### src/verilog/sirs_pkg.sv
// Shared constants and types of the sensor I2C register target.
// Assumes a 40 MHz system clock and a 7-bit addressed I2C bus.
package sirs_pkg;

	// ****************************************
	// Clock and timing
	// ****************************************
	localparam int CLK_FREQ_MHZ = 40;
	localparam int WDT_SHORT_US = 1250;
	localparam int WDT_LONG_US = 40000;
	localparam int WDT_SHORT_CYC = WDT_SHORT_US * CLK_FREQ_MHZ;
	localparam int WDT_LONG_CYC = WDT_LONG_US * CLK_FREQ_MHZ;
	localparam int WDT_CNT_W = 24;
	localparam int IDLE_NORMAL_NS = 2000;
	localparam int IDLE_SUSPEND_US = 1000;

	// ****************************************
	// Bus layout
	// ****************************************
	localparam int BYTE_W = 8;
	localparam int BUF_DEPTH = 2;
	localparam logic [6:0] TARGET_ADDR_LOW = 7'h18;
	localparam logic [6:0] TARGET_ADDR_HIGH = 7'h19;
	localparam logic DIR_READ = 1'b1;
	localparam logic [7:0] READ_START_RESET = 8'h00;
	localparam logic [7:0] PTR_STEP = 8'h01;
	localparam logic [7:0] EMPTY_BYTE = 8'hff;
	localparam logic [3:0] BIT_FULL = 4'h8;
	localparam logic [3:0] BIT_STEP = 4'h1;
	localparam logic [3:0] BIT_ZERO = 4'h0;

	// ****************************************
	// Target sequencer states
	// ****************************************
	typedef enum logic [3:0] {
		ST_IDLE = 4'h0,
		ST_ADDR = 4'h1,
		ST_ADDR_ACK = 4'h2,
		ST_REG = 4'h3,
		ST_WDATA = 4'h4,
		ST_WACK = 4'h5,
		ST_RDATA = 4'h6,
		ST_RACK = 4'h7,
		ST_IGNORE = 4'h8
	} sirs_state_t;

endpackage

### src/verilog/sirs_stream_if.sv
// Valid/ready byte stream between the target's own modules.
// Assumes both ends run on the same clock.
`timescale 1ns/100ps
interface sirs_stream_if #(parameter int W = 8) ();
	logic [W-1:0] data;
	logic valid;
	logic ready;
	modport src(output data, output valid, input ready);
	modport snk(input data, input valid, output ready);
endinterface

### src/verilog/sirs_i2c_target.sv
// I2C target of the sensor register port: pointer, burst reads, writes, watchdog.
// Assumes pins are oversampled by clk and the register file answers read requests
// through the rdData/rdValid stream within a few cycles.
`timescale 1ns/100ps

module sirs_i2c_target import sirs_pkg::*; #(
	parameter logic [WDT_CNT_W-1:0] WDT_SHORT_CYCLES = WDT_CNT_W'(WDT_SHORT_CYC),
	parameter logic [WDT_CNT_W-1:0] WDT_LONG_CYCLES = WDT_CNT_W'(WDT_LONG_CYC)
) (
	input wire logic clk,
	input wire logic arst_n,
	input wire logic clkEn,
	input wire logic serialClockPin,
	input wire logic serialDataIn,
	output logic serialDataOut,
	output logic serialDataOe,
	input wire logic addressSelectPin,
	input wire logic wdtEnable,
	input wire logic wdtLongSel,
	output logic rdReq,
	output logic [BYTE_W-1:0] rdAddr,
	input wire logic [BYTE_W-1:0] rdData,
	input wire logic rdValid,
	output logic rdReady,
	output logic wrStrobe,
	output logic [BYTE_W-1:0] wrAddr,
	output logic [BYTE_W-1:0] wrData,
	output logic busy,
	output logic wdtTrip
);
	// ****************************************
	// Reset release and pin sampling
	// ****************************************
	logic [1:0] rstPipe_reg;
	logic rstSync_n;
	logic [2:0] sclSync_reg;
	logic [2:0] sdaSync_reg;
	logic [2:0] selSync_reg;
	logic sclLevel_reg;
	logic sdaLevel_reg;
	logic selLevel_reg;
	logic sclNew;
	logic sdaNew;
	logic sclRise;
	logic sclFall;
	logic startEv;
	logic stopEv;

	always_ff @(posedge clk or negedge arst_n) begin
		if (!arst_n) begin
			rstPipe_reg <= 2'h0;
		end else begin
			rstPipe_reg <= {rstPipe_reg[0], 1'b1};
		end
	end
	assign rstSync_n = rstPipe_reg[1];

	always_ff @(posedge clk or negedge rstSync_n) begin
		if (!rstSync_n) begin
			sclSync_reg <= 3'h7;
			sdaSync_reg <= 3'h7;
			selSync_reg <= 3'h0;
			sclLevel_reg <= 1'b1;
			sdaLevel_reg <= 1'b1;
			selLevel_reg <= 1'b0;
		end else if (clkEn) begin
			sclSync_reg <= {sclSync_reg[1:0], serialClockPin};
			sdaSync_reg <= {sdaSync_reg[1:0], serialDataIn};
			selSync_reg <= {selSync_reg[1:0], addressSelectPin};
			sclLevel_reg <= sclNew;
			sdaLevel_reg <= sdaNew;
			if (selSync_reg[1] == selSync_reg[2]) begin
				selLevel_reg <= selSync_reg[2];
			end
		end
	end

	// A level changes only once the second and third stages agree.
	assign sclNew = (sclSync_reg[1] == sclSync_reg[2]) ? sclSync_reg[2] : sclLevel_reg;
	assign sdaNew = (sdaSync_reg[1] == sdaSync_reg[2]) ? sdaSync_reg[2] : sdaLevel_reg;
	assign sclRise = sclNew && !sclLevel_reg;
	assign sclFall = !sclNew && sclLevel_reg;
	assign startEv = sclLevel_reg && sclNew && sdaLevel_reg && !sdaNew;
	assign stopEv = sclLevel_reg && sclNew && !sdaLevel_reg && sdaNew;

	// ****************************************
	// Read byte buffer
	// ****************************************
	sirs_stream_if #(.W(BYTE_W)) userIf ();
	sirs_stream_if #(.W(BYTE_W)) engIf ();
	logic flushBuf;

	assign userIf.data = rdData;
	assign userIf.valid = rdValid;
	assign rdReady = userIf.ready;

	sirs_skid_buffer #(.WIDTH(BYTE_W), .DEPTH(BUF_DEPTH)) u_buf (
		.clk(clk),
		.rstN(rstSync_n),
		.clkEn(clkEn),
		.flush(flushBuf),
		.inS(userIf),
		.outS(engIf)
	);

	// ****************************************
	// Sequencer
	// ****************************************
	sirs_state_t state_reg;
	logic [3:0] bitCnt_reg;
	logic [7:0] rxShift_reg;
	logic [7:0] txShift_reg;
	logic sdaOe_reg;
	logic isRead_reg;
	logic nack_reg;
	logic [7:0] regPtr_reg;
	logic [7:0] readStart_reg;
	logic [6:0] selAddr;
	logic addrDone;
	logic addrMatch;
	logic readMatch;
	logic regDone;
	logic wdataDone;
	logic loadByte;
	logic [7:0] nextByte;
	logic wdtFire;

	function automatic logic [6:0] pickAddr(input logic sel);
		pickAddr = sel ? TARGET_ADDR_HIGH : TARGET_ADDR_LOW;
	endfunction

	assign selAddr = pickAddr(selLevel_reg);
	assign addrMatch = (rxShift_reg[7:1] == selAddr);
	assign addrDone = (state_reg == ST_ADDR) && sclFall && (bitCnt_reg == BIT_FULL);
	assign readMatch = addrDone && addrMatch && (rxShift_reg[0] == DIR_READ);
	assign regDone = (state_reg == ST_REG) && sclFall && (bitCnt_reg == BIT_FULL);
	assign wdataDone = (state_reg == ST_WDATA) && sclFall && (bitCnt_reg == BIT_FULL);
	assign loadByte = sclFall && (((state_reg == ST_ADDR_ACK) && isRead_reg) ||
		((state_reg == ST_RACK) && !nack_reg));
	assign nextByte = engIf.valid ? engIf.data : EMPTY_BYTE;
	assign engIf.ready = loadByte;
	assign flushBuf = startEv || stopEv || wdtFire;

	always_ff @(posedge clk or negedge rstSync_n) begin
		if (!rstSync_n) begin
			state_reg <= ST_IDLE;
			bitCnt_reg <= BIT_ZERO;
			rxShift_reg <= 8'h00;
			txShift_reg <= 8'h00;
			sdaOe_reg <= 1'b0;
			isRead_reg <= 1'b0;
			nack_reg <= 1'b0;
		end else if (clkEn) begin
			if (wdtFire) begin
				state_reg <= ST_IDLE;
				sdaOe_reg <= 1'b0;
			end else if (startEv) begin
				state_reg <= ST_ADDR;
				bitCnt_reg <= BIT_ZERO;
				sdaOe_reg <= 1'b0;
			end else if (stopEv) begin
				state_reg <= ST_IDLE;
				sdaOe_reg <= 1'b0;
			end else begin
				case (state_reg)
					ST_ADDR, ST_REG, ST_WDATA: begin
						if (sclRise) begin
							rxShift_reg <= {rxShift_reg[6:0], sdaNew};
							bitCnt_reg <= bitCnt_reg + BIT_STEP;
						end
						if (addrDone) begin
							if (addrMatch) begin
								state_reg <= ST_ADDR_ACK;
								sdaOe_reg <= 1'b1;
								isRead_reg <= rxShift_reg[0];
							end else begin
								state_reg <= ST_IGNORE;
							end
						end else if (regDone || wdataDone) begin
							state_reg <= ST_WACK;
							sdaOe_reg <= 1'b1;
						end
					end
					ST_ADDR_ACK: begin
						if (sclFall) begin
							bitCnt_reg <= BIT_ZERO;
							if (isRead_reg) begin
								state_reg <= ST_RDATA;
								txShift_reg <= nextByte;
								sdaOe_reg <= !nextByte[7];
							end else begin
								state_reg <= ST_REG;
								sdaOe_reg <= 1'b0;
							end
						end
					end
					ST_WACK: begin
						if (sclFall) begin
							state_reg <= ST_WDATA;
							bitCnt_reg <= BIT_ZERO;
							sdaOe_reg <= 1'b0;
						end
					end
					ST_RDATA: begin
						if (sclRise) begin
							bitCnt_reg <= bitCnt_reg + BIT_STEP;
						end
						if (sclFall) begin
							if (bitCnt_reg == BIT_FULL) begin
								state_reg <= ST_RACK;
								sdaOe_reg <= 1'b0;
							end else begin
								txShift_reg <= {txShift_reg[6:0], 1'b1};
								sdaOe_reg <= !txShift_reg[6];
							end
						end
					end
					ST_RACK: begin
						if (sclRise) begin
							nack_reg <= sdaNew;
						end
						if (sclFall) begin
							bitCnt_reg <= BIT_ZERO;
							if (nack_reg) begin
								state_reg <= ST_IGNORE;
								sdaOe_reg <= 1'b0;
							end else begin
								state_reg <= ST_RDATA;
								txShift_reg <= nextByte;
								sdaOe_reg <= !nextByte[7];
							end
						end
					end
					default: begin
						sdaOe_reg <= 1'b0;
					end
				endcase
			end
		end
	end

	// ****************************************
	// Register pointer and register file strobes
	// ****************************************
	always_ff @(posedge clk or negedge rstSync_n) begin
		if (!rstSync_n) begin
			readStart_reg <= READ_START_RESET;
			regPtr_reg <= READ_START_RESET;
		end else if (clkEn) begin
			if (regDone) begin
				readStart_reg <= rxShift_reg;
				regPtr_reg <= rxShift_reg;
			end else if (readMatch) begin
				regPtr_reg <= readStart_reg;
			end else if (loadByte || wdataDone) begin
				regPtr_reg <= regPtr_reg + PTR_STEP;
			end
		end
	end

	always_ff @(posedge clk or negedge rstSync_n) begin
		if (!rstSync_n) begin
			rdReq <= 1'b0;
			rdAddr <= 8'h00;
			wrStrobe <= 1'b0;
			wrAddr <= 8'h00;
			wrData <= 8'h00;
		end else if (clkEn) begin
			rdReq <= readMatch || loadByte;
			if (readMatch) begin
				rdAddr <= readStart_reg;
			end else if (loadByte) begin
				rdAddr <= regPtr_reg + PTR_STEP;
			end
			wrStrobe <= wdataDone;
			if (wdataDone) begin
				wrAddr <= regPtr_reg;
				wrData <= rxShift_reg;
			end
		end
	end

	// ****************************************
	// Lock-up watchdog and status
	// ****************************************
	logic [WDT_CNT_W-1:0] wdtCount_reg;
	logic [WDT_CNT_W-1:0] wdtLimit;

	assign wdtLimit = wdtLongSel ? WDT_LONG_CYCLES : WDT_SHORT_CYCLES;
	// fire while target holds data low
	assign wdtFire = wdtEnable && sdaOe_reg &&
		(wdtCount_reg == WDT_CNT_W'(wdtLimit - WDT_CNT_W'(1)));

	always_ff @(posedge clk or negedge rstSync_n) begin
		if (!rstSync_n) begin
			wdtCount_reg <= '0;
			wdtTrip <= 1'b0;
			busy <= 1'b0;
			serialDataOut <= 1'b0;
			serialDataOe <= 1'b0;
		end else if (clkEn) begin
			// A moving clock means the bus is alive, so only a frozen hold counts.
			if (!wdtEnable || !sdaOe_reg || wdtFire || sclRise || sclFall) begin
				wdtCount_reg <= '0;
			end else begin
				wdtCount_reg <= wdtCount_reg + WDT_CNT_W'(1);
			end
			wdtTrip <= wdtFire;
			if (wdtFire || stopEv) begin
				busy <= 1'b0;
			end else if (startEv) begin
				busy <= 1'b1;
			end
			serialDataOut <= 1'b0;
			serialDataOe <= sdaOe_reg && !wdtFire;
		end
	end
endmodule

### src/verilog/sirs_skid_buffer.sv
// Small FIFO that holds read bytes between the register file and the target.
// Assumes a synchronous reset copy and a shared clock enable.
`timescale 1ns/100ps
module sirs_skid_buffer import sirs_pkg::*; #(
	parameter int WIDTH = BYTE_W,
	parameter int DEPTH = BUF_DEPTH
) (
	input wire logic clk,
	input wire logic rstN,
	input wire logic clkEn,
	input wire logic flush,
	sirs_stream_if.snk inS,
	sirs_stream_if.src outS
);
	localparam int PW = (DEPTH > 1) ? $clog2(DEPTH) : 1;
	localparam int CW = $clog2(DEPTH + 1);

	logic [WIDTH-1:0] mem [DEPTH];
	logic [PW-1:0] wrPtr_reg;
	logic [PW-1:0] rdPtr_reg;
	logic [CW-1:0] count_reg;
	logic [CW-1:0] count_next;
	logic notFull_reg;
	logic notEmpty_reg;
	logic push;
	logic pop;

	function automatic logic [PW-1:0] stepPtr(input logic [PW-1:0] p);
		if (int'(p) == DEPTH - 1) begin
			stepPtr = '0;
		end else begin
			stepPtr = PW'(int'(p) + 1);
		end
	endfunction

	assign push = inS.valid && notFull_reg;
	assign pop = outS.ready && notEmpty_reg;
	assign inS.ready = notFull_reg;
	assign outS.valid = notEmpty_reg;
	assign outS.data = mem[rdPtr_reg];

	always_comb begin
		if (flush) begin
			count_next = '0;
		end else begin
			count_next = CW'(count_reg + CW'(push) - CW'(pop));
		end
	end

	always_ff @(posedge clk) begin
		if (clkEn && push) begin
			mem[wrPtr_reg] <= inS.data;
		end
	end

	always_ff @(posedge clk or negedge rstN) begin
		if (!rstN) begin
			wrPtr_reg <= '0;
			rdPtr_reg <= '0;
			count_reg <= '0;
			notFull_reg <= 1'b1;
			notEmpty_reg <= 1'b0;
		end else if (clkEn) begin
			if (flush) begin
				wrPtr_reg <= '0;
				rdPtr_reg <= '0;
			end else begin
				if (push) begin
					wrPtr_reg <= stepPtr(wrPtr_reg);
				end
				if (pop) begin
					rdPtr_reg <= stepPtr(rdPtr_reg);
				end
			end
			count_reg <= count_next;
			notFull_reg <= (int'(count_next) != DEPTH);
			notEmpty_reg <= (count_next != '0);
		end
	end
endmodule

### config.mk
export PLATFORM = sky130hd
export DESIGN_NAME = sirs_i2c_target
export DESIGN_NICKNAME = d
export VERILOG_FILES = /design/src/verilog/sirs_pkg.sv /design/src/verilog/sirs_stream_if.sv /design/src/verilog/sirs_i2c_target.sv /design/src/verilog/sirs_skid_buffer.sv
export SDC_FILE = /design/constraint.sdc
export NUM_CORES = 1
export LEC_CHECK = 0
export ABC_AREA = 0
export BUFFER_PORTS_ARGS = -buffer_cell sky130_fd_sc_hd__buf_2
export CAP_MARGIN = 20
export CORE_ASPECT_RATIO = 1.1
export CORE_MARGIN = 1
export CORE_UTILIZATION = 45
export DETAILED_ROUTE_END_ITERATION = 7
export MAX_ROUTING_LAYER = met4
export SLEW_MARGIN = 25
export SYNTH_ARGS = -nofsm -noshare
export SYNTH_HDL_FRONTEND = slang
export SYNTH_SLANG_ARGS = --single-unit
### constraint.sdc
create_clock -name clk -period 3.8 [get_ports clk]
set_clock_uncertainty 0.1 [all_clocks]
set_input_delay 0.57 -clock clk [delete_from_list [all_inputs] [get_ports clk]]
set_output_delay 0.57 -clock clk [all_outputs]
set_load 0.02 [all_outputs]
Word level (Yosys, flattened, before mapping):

Memory sizes are Yosys's and may differ from the RTL's.
Cells that the tools add are included.

* $add $sub $neg: 8
* equality and inequality tests: 30
* mux-type cells: 62
* bitwise operators: 3
* reduce and logical (&&, ||, !) cells: 72

Operator list (count)
* 2-to-1 mux 4 bit: 16
* 2-to-1 mux 8 bit: 6
* 2-to-1 mux 7 bit: 6
* 2-to-1 mux 1 bit: 26
* != test 5 bit (second input constant): 5
* adder 24 x 1 -> 24 bit (second input constant): 1
* equality test 24 bit: 1
* logical AND 1 bit: 24
* 2-to-1 mux 24 bit: 1
* subtractor 21 x 1 -> 22 bit (second input constant): 1
* 2-to-1 mux 21 bit: 1
* case mux 7 bit (3 select lines): 1
* case mux 4 bit (5 select lines): 1
* AND reduction 6 bit: 3
* equality test 4 x 3 -> 1 bit (second input constant): 4
* != test 2 bit (second input constant): 8
* AND reduction 2 bit: 8
* AND reduction 7 bit: 2
* != test 6 bit (second input constant): 2
* logical OR 1 bit: 11
* AND reduction 11 bit: 1
* logical NOT 1 bit: 10
* nonzero test 2 bit: 5
* nonzero test 3 bit: 3
* 20 further kinds: 28

* register bits after elaboration: 115
* memory bits (writable): 16
* input port bits: 17
* output and inout bits: 31
* word-level logic and storage cells: 206
* memories: 1

Memories
* u_buf.mem: words 2, width 8, rd ports 1, clocked after memory_dff 0, wr ports 1, RTL line sirs_skid_buffer.sv:18 `logic [WIDTH-1:0] mem [DEPTH];`

Logic depth before layout (Yosys ltp):

* depth in word-level cells: 13
* depth in mapped cells: 12

Hierarchy:

Synthesis repeated with hierarchy kept, for this count alone.

* cells, all modules: 633
* area total of the unflattened synthesis: 6836.6 µm²

By module, submodules not included
* sirs_i2c_target: instances 1, cells each 570, area an instance 5884.4 µm², sequential area each 2737.6 µm²
* sirs_skid_buffer: instances 1, cells each 63, area an instance 952.2 µm², sequential area each 631.9 µm²

Worst setup path before layout:

OpenSTA, ideal clock, no wires.

* path kind: reg2reg
* start: register sclLevel_reg
* end: register u_buf.notEmpty_reg (netlist: u_buf.outS.valid)
* setup time: 0.128 ns
* arrival: 2.398 ns
* required time: 3.572 ns
* setup slack: 1.174 ns
* stages on the path, launching flop included: 12
* path buffers: 1
* cells stage by stage: dfstp_2 -> or3b_1 -> clkbuf_1 -> a211oi_1 -> and2_1 -> ha_1 -> inv_1 -> ha_1 -> xnor2_1 -> xnor2_1 -> o211ai_1 -> o21ai_1

* cells in the longest elaborated chain, start to end: 8
* elaborated cells on any way between the ends: 15
* classes of those cells: add/sub: 1; mux: 2; reduce/logical: 12

RTL lines
* from (decl): RTL line sirs_i2c_target.sv:39 `logic sclLevel_reg;`
* from (signal assigned): RTL line sirs_i2c_target.sv:70 `sclLevel_reg <= sclNew;`
* 2-to-1 mux 1 bit: RTL line sirs_i2c_target.sv:79 `assign sclNew = (sclSync_reg[1] == sclSync_reg[2]) ? sclSync_reg[2] : sclLevel_reg;`
* logical NOT 1 bit or logical AND 1 bit (tied branches): RTL line sirs_i2c_target.sv:82, sirs_i2c_target.sv:83, sirs_i2c_target.sv:84
* logical AND 1 bit (on tied branches): RTL line sirs_i2c_target.sv:82, sirs_i2c_target.sv:83, sirs_i2c_target.sv:84
* logical AND 1 bit (on tied branches): RTL line sirs_i2c_target.sv:138, sirs_i2c_target.sv:83, sirs_i2c_target.sv:84
* logical AND 1 bit or logical OR 1 bit (tied branches): RTL line sirs_skid_buffer.sv:37, sirs_i2c_target.sv:142
* subtractor 2 x 1 -> 2 bit or logical OR 1 bit (tied branches): RTL line sirs_skid_buffer.sv:46, sirs_i2c_target.sv:142
* 2-to-1 mux 2 bit (*): RTL line sirs_skid_buffer.sv:43 `if (flush) begin`
* nonzero test 2 bit (*): RTL line sirs_skid_buffer.sv:77 `notEmpty_reg <= (count_next != '0);`
* to (signal assigned): RTL line sirs_skid_buffer.sv:77
* to (decl): RTL line sirs_skid_buffer.sv:24 `logic notEmpty_reg;`

Every way passes the cells marked *; elsewhere a longest branch is shown, timed or not.
A chain may end at the register's enable or synchronous reset.

Worst setup path after layout:

Ends and elaborated chain as after synthesis.

==> results.sh <==
export IMPL_status="completed"
export IMPL_synth_area_per_cell_um2=10.9
export IMPL_numCtsBuffers=17
export IMPL_cp_slowest_cell="dfstp_2"
export IMPL_routabilityCongestion=0.845
export IMPL_grt_setup_unrepaired="no"
export IMPL_synth_compound_area_share_pct=10.5
export IMPL_ios=48
export IMPL_clk_pin_slew_ns=0.06
export IMPL_crit_fanout=7
export IMPL_antenna_found_initial=0
export IMPL_critPathLaunch="sclLevel_reg"
export IMPL_critPathRequiredTime_ns=3.99
export IMPL_synth_area_leaders="dfrtp_1, mux2_2, edfxtp_1, dfstp_2, nand2_1"
export IMPL_synth_edf_count=16
export IMPL_grt_util_all_layers_pct=20.4
export IMPL_synth_distinct_cells=73
export IMPL_overflow=0
export IMPL_rows=45
export IMPL_vias=4522
export IMPL_setup_slack_ns=0.796
export IMPL_multi_input_area_um2=2860
export IMPL_synth_top_family_by_area="simple AND/OR/NAND/NOR gates"
export IMPL_fillers=1235
export IMPL_synth_simple_area_share_pct=17.4
export IMPL_wl_mm=13.3
export IMPL_whs_ns=0.191
export IMPL_drt_iter0_drc=271
export IMPL_slew_violations=0
export IMPL_start_kind="flip-flop"
export IMPL_use_met1_pct=25.6
export IMPL_cts_setup_buffers=0
export IMPL_synth_top_area_share_pct=41.3
export IMPL_cp_top_family="compound AO/OA/AOI/OAI gates"
export IMPL_end_kind="flip-flop"
export IMPL_leakagePower_nw=3.32
export IMPL_worst_slew_pin_slew_ns=0.816
export IMPL_fin_nets=656
export IMPL_viasPerCell=5.42
export IMPL_yosysWarningCount=0
export IMPL_cts_root_buf="clkbuf_16"
export IMPL_clock_path_buffers=2
export IMPL_cts_sinks=131
export IMPL_yosysSeqAreaShare_pct=52.5
export IMPL_grt_pass1_vias=4398
export IMPL_synth_nets=611
export IMPL_path_depth=10
export IMPL_min_period_over_period_pct=79.1
export IMPL_r2r_cells=10
export IMPL_crit_end="u_buf.outS.valid"
export IMPL_max_cap_violations=0
export IMPL_ys_top_cells_by_count="dfrtp_1, mux2_2, nand2_1, nor2_1, o21ai_0"
export IMPL_areaGrowthSynthToFinish_pct=16.6
export IMPL_synth_adder_area_share_pct=1.33
export IMPL_path_cells="or3b_1 -> a211oi_1 -> and2_1 -> ha_1 -> inv_1 -> ha_1 -> xnor2_1 -> xnor2_1 -> o211ai_1 -> o21ai_1"
export IMPL_top_usage_layer="met2"
export IMPL_powerDensity_nw_per_um2=530
export IMPL_relSlewSlack_pct=44.2
export IMPL_grt_max_degree=54
export IMPL_reg2reg_to="u_buf.outS.valid"
export IMPL_port_buffers=46
export IMPL_yosysMostFrequentCell="dfrtp_1"
export IMPL_cts_tree="done"
export IMPL_fin_tns_setup_ns=0
export IMPL_reg2reg_from="sclLevel_reg"
export IMPL_largest_register_ffs=24
export IMPL_core_area_um2=13900
export IMPL_initial_core_util_pct=46.3
export IMPL_remaining_drc_errors=0
export IMPL_clk_latency_ns=0.42
export IMPL_antenna_cells=0
export IMPL_r2r_slack_ns=0.80
export IMPL_die_width_um=116
export IMPL_regArea_um2=3370
export IMPL_synthArstFlopShare_pct=87.8
export IMPL_yosysTopAreaCell="dfrtp_1"
export IMPL_synth_xor_area_share_pct=3.55
export IMPL_crit_type="flip-flop to flip-flop"
export IMPL_die_h_um=127
export IMPL_ir_worst_vdd_v=0.000303
export IMPL_post_route_min_period_ns=3.00
export IMPL_synth_seq_cells=131
export IMPL_antenna_left=0
export IMPL_crit_arrival_ns=3.20
export IMPL_slowest_delay_ns=0.57
export IMPL_crit_buf_inv=1
export IMPL_finalHoldViolations=0
export IMPL_dp_hpwl_mm=9.41
export IMPL_htree_num_levels=4
export IMPL_setup_viol=0
export IMPL_synth_ff_type="dfrtp_1"
export IMPL_use_met3_pct=5.50
export IMPL_grt_pass1_wl_mm=22.3
export IMPL_synth_cells=588
export IMPL_layout_drive_gt1_share_pct=25.5
export IMPL_routedWlPerCell_um=15.9
export IMPL_pre_cts_ws_ns=0.832
export IMPL_grt_use_met2_pct=31.6
export IMPL_syn_cell_area_um2=6410
export IMPL_drtPass1Iterations=4
export IMPL_fp_dieArea_um2=14700
export IMPL_muxShareOfSynthArea_pct=11.5
export IMPL_max_freq_ghz=0.333
export IMPL_min_path_type="flip-flop to async pin"
[worst min path at each step]
stage / startpoint / end / depth (start not counted) / slack (ns)
after detailed placement: rstPipe_reg[1] / txShift_reg[2] / 0 / 0.21
after CTS: rstPipe_reg[1] / txShift_reg[3] / 0 / 0.22
after floorplan: arst_n / rstPipe_reg[0] / 0 / 0.17
final: rstPipe_reg[1] / txShift_reg[3] / 0 / 0.19
after global placement: rstPipe_reg[0] / rstPipe_reg[1] / 0 / 0.24
after global routing: rdData[4] / u_buf.mem[0][4] / 1 / 0.21
[report_power, final]
group | internal (W) | total (W) | switching [W]
Combinational | 0.000239 | 0.000559 | 0.000320
Clock | 0.00106 | 0.00169 | 0.000629
Sequential | 0.00156 | 0.00172 | 0.000161
[routing by layer]
layer | wire length, µm | share of wire (%)
met2 | 6450 | 49
met4 | 206 | 1.6
met5 | 0 | 0
met1 | 6160 | 46
met3 | 434 | 3.3
[through the flow]
| stage | instance area, µm² | utilization [%] | cells | total power (W) |
|---|---|---|---|---|
| final | 7480 | 54.0 | 834 | 0.00397 |
| after global routing | 7480 | 54.0 | 834 | 0.00417 |
| after CTS | 7480 | 54.0 | 834 | 0.00401 |
| after detailed placement | 6850 | 49.4 | 801 | 0.00230 |
| after global placement | 6820 | 49.3 | 800 | 0.00229 |
| after floorplan | 6410 | - | 588 | 0.00214 |
[kinds of logic after synthesis]
family	Yosys count
multiplexers	67
AND/OR/NAND/NOR	204
buffers and inverters	47
flip-flops	131
other	2
AO/OA/AOI/OAI	104
XOR/XNOR	26
adder cells (fa/ha/maj)	7
[worst reg2reg max path, stage by stage (launching register included)]
cell and delay, ns:
dfstp_2 0.57, or3b_1 0.49, a211oi_1 0.51, and2_1 0.25, ha_1 0.24, inv_1 0.06, ha_1 0.15, xnor2_1 0.15
xnor2_1 0.13, o211ai_1 0.16, o21ai_1 0.08
[layout make-up]
cell class | instances | share of cell area [%]
multi-input cells | 410 | 38.3
flip-flops and latches | 131 | 45.1
clock buffers | 19 | 5.92
inverters | 17 | 0.853
well taps | 188 | 3.14
clock inverters | 13 | 2.33
repair buffers | 56 | 4.38
[cells in the final DEF, fill, tap and decap left out, types with 6 or more instances in the layout]
master / netlist / routed
nand2_1: 48 / 48
buf_4: 1 / 8
and3_1: 9 / 9
nand4_1: 8 / 8
buf_2: 6 / 46
nor2b_1: 6 / 6
dfstp_2: 9 / 9
nor4_1: 6 / 6
and2_1: 6 / 6
a21oi_1: 14 / 14
edfxtp_1: 16 / 16
a31oi_1: 16 / 16
xor2_1: 13 / 13
ha_1: 6 / 6
nor3_1: 7 / 7
xnor2_1: 13 / 13
nor2_1: 48 / 48
mux2_2: 52 / 52
o21ai_0: 35 / 35
nand2b_1: 7 / 7
mux2i_1: 12 / 12
inv_1: 16 / 16
dfrtp_1: 106 / 105
nand3_1: 22 / 22
clkbuf_16: 0 / 17
[what timing repair did]
action,CTS,global route
hold buffers,1,0
resized for setup,0,0
setup endpoints to repair,0,0
hold endpoints to repair,2,0
Power figures use the tool's default switching activity.
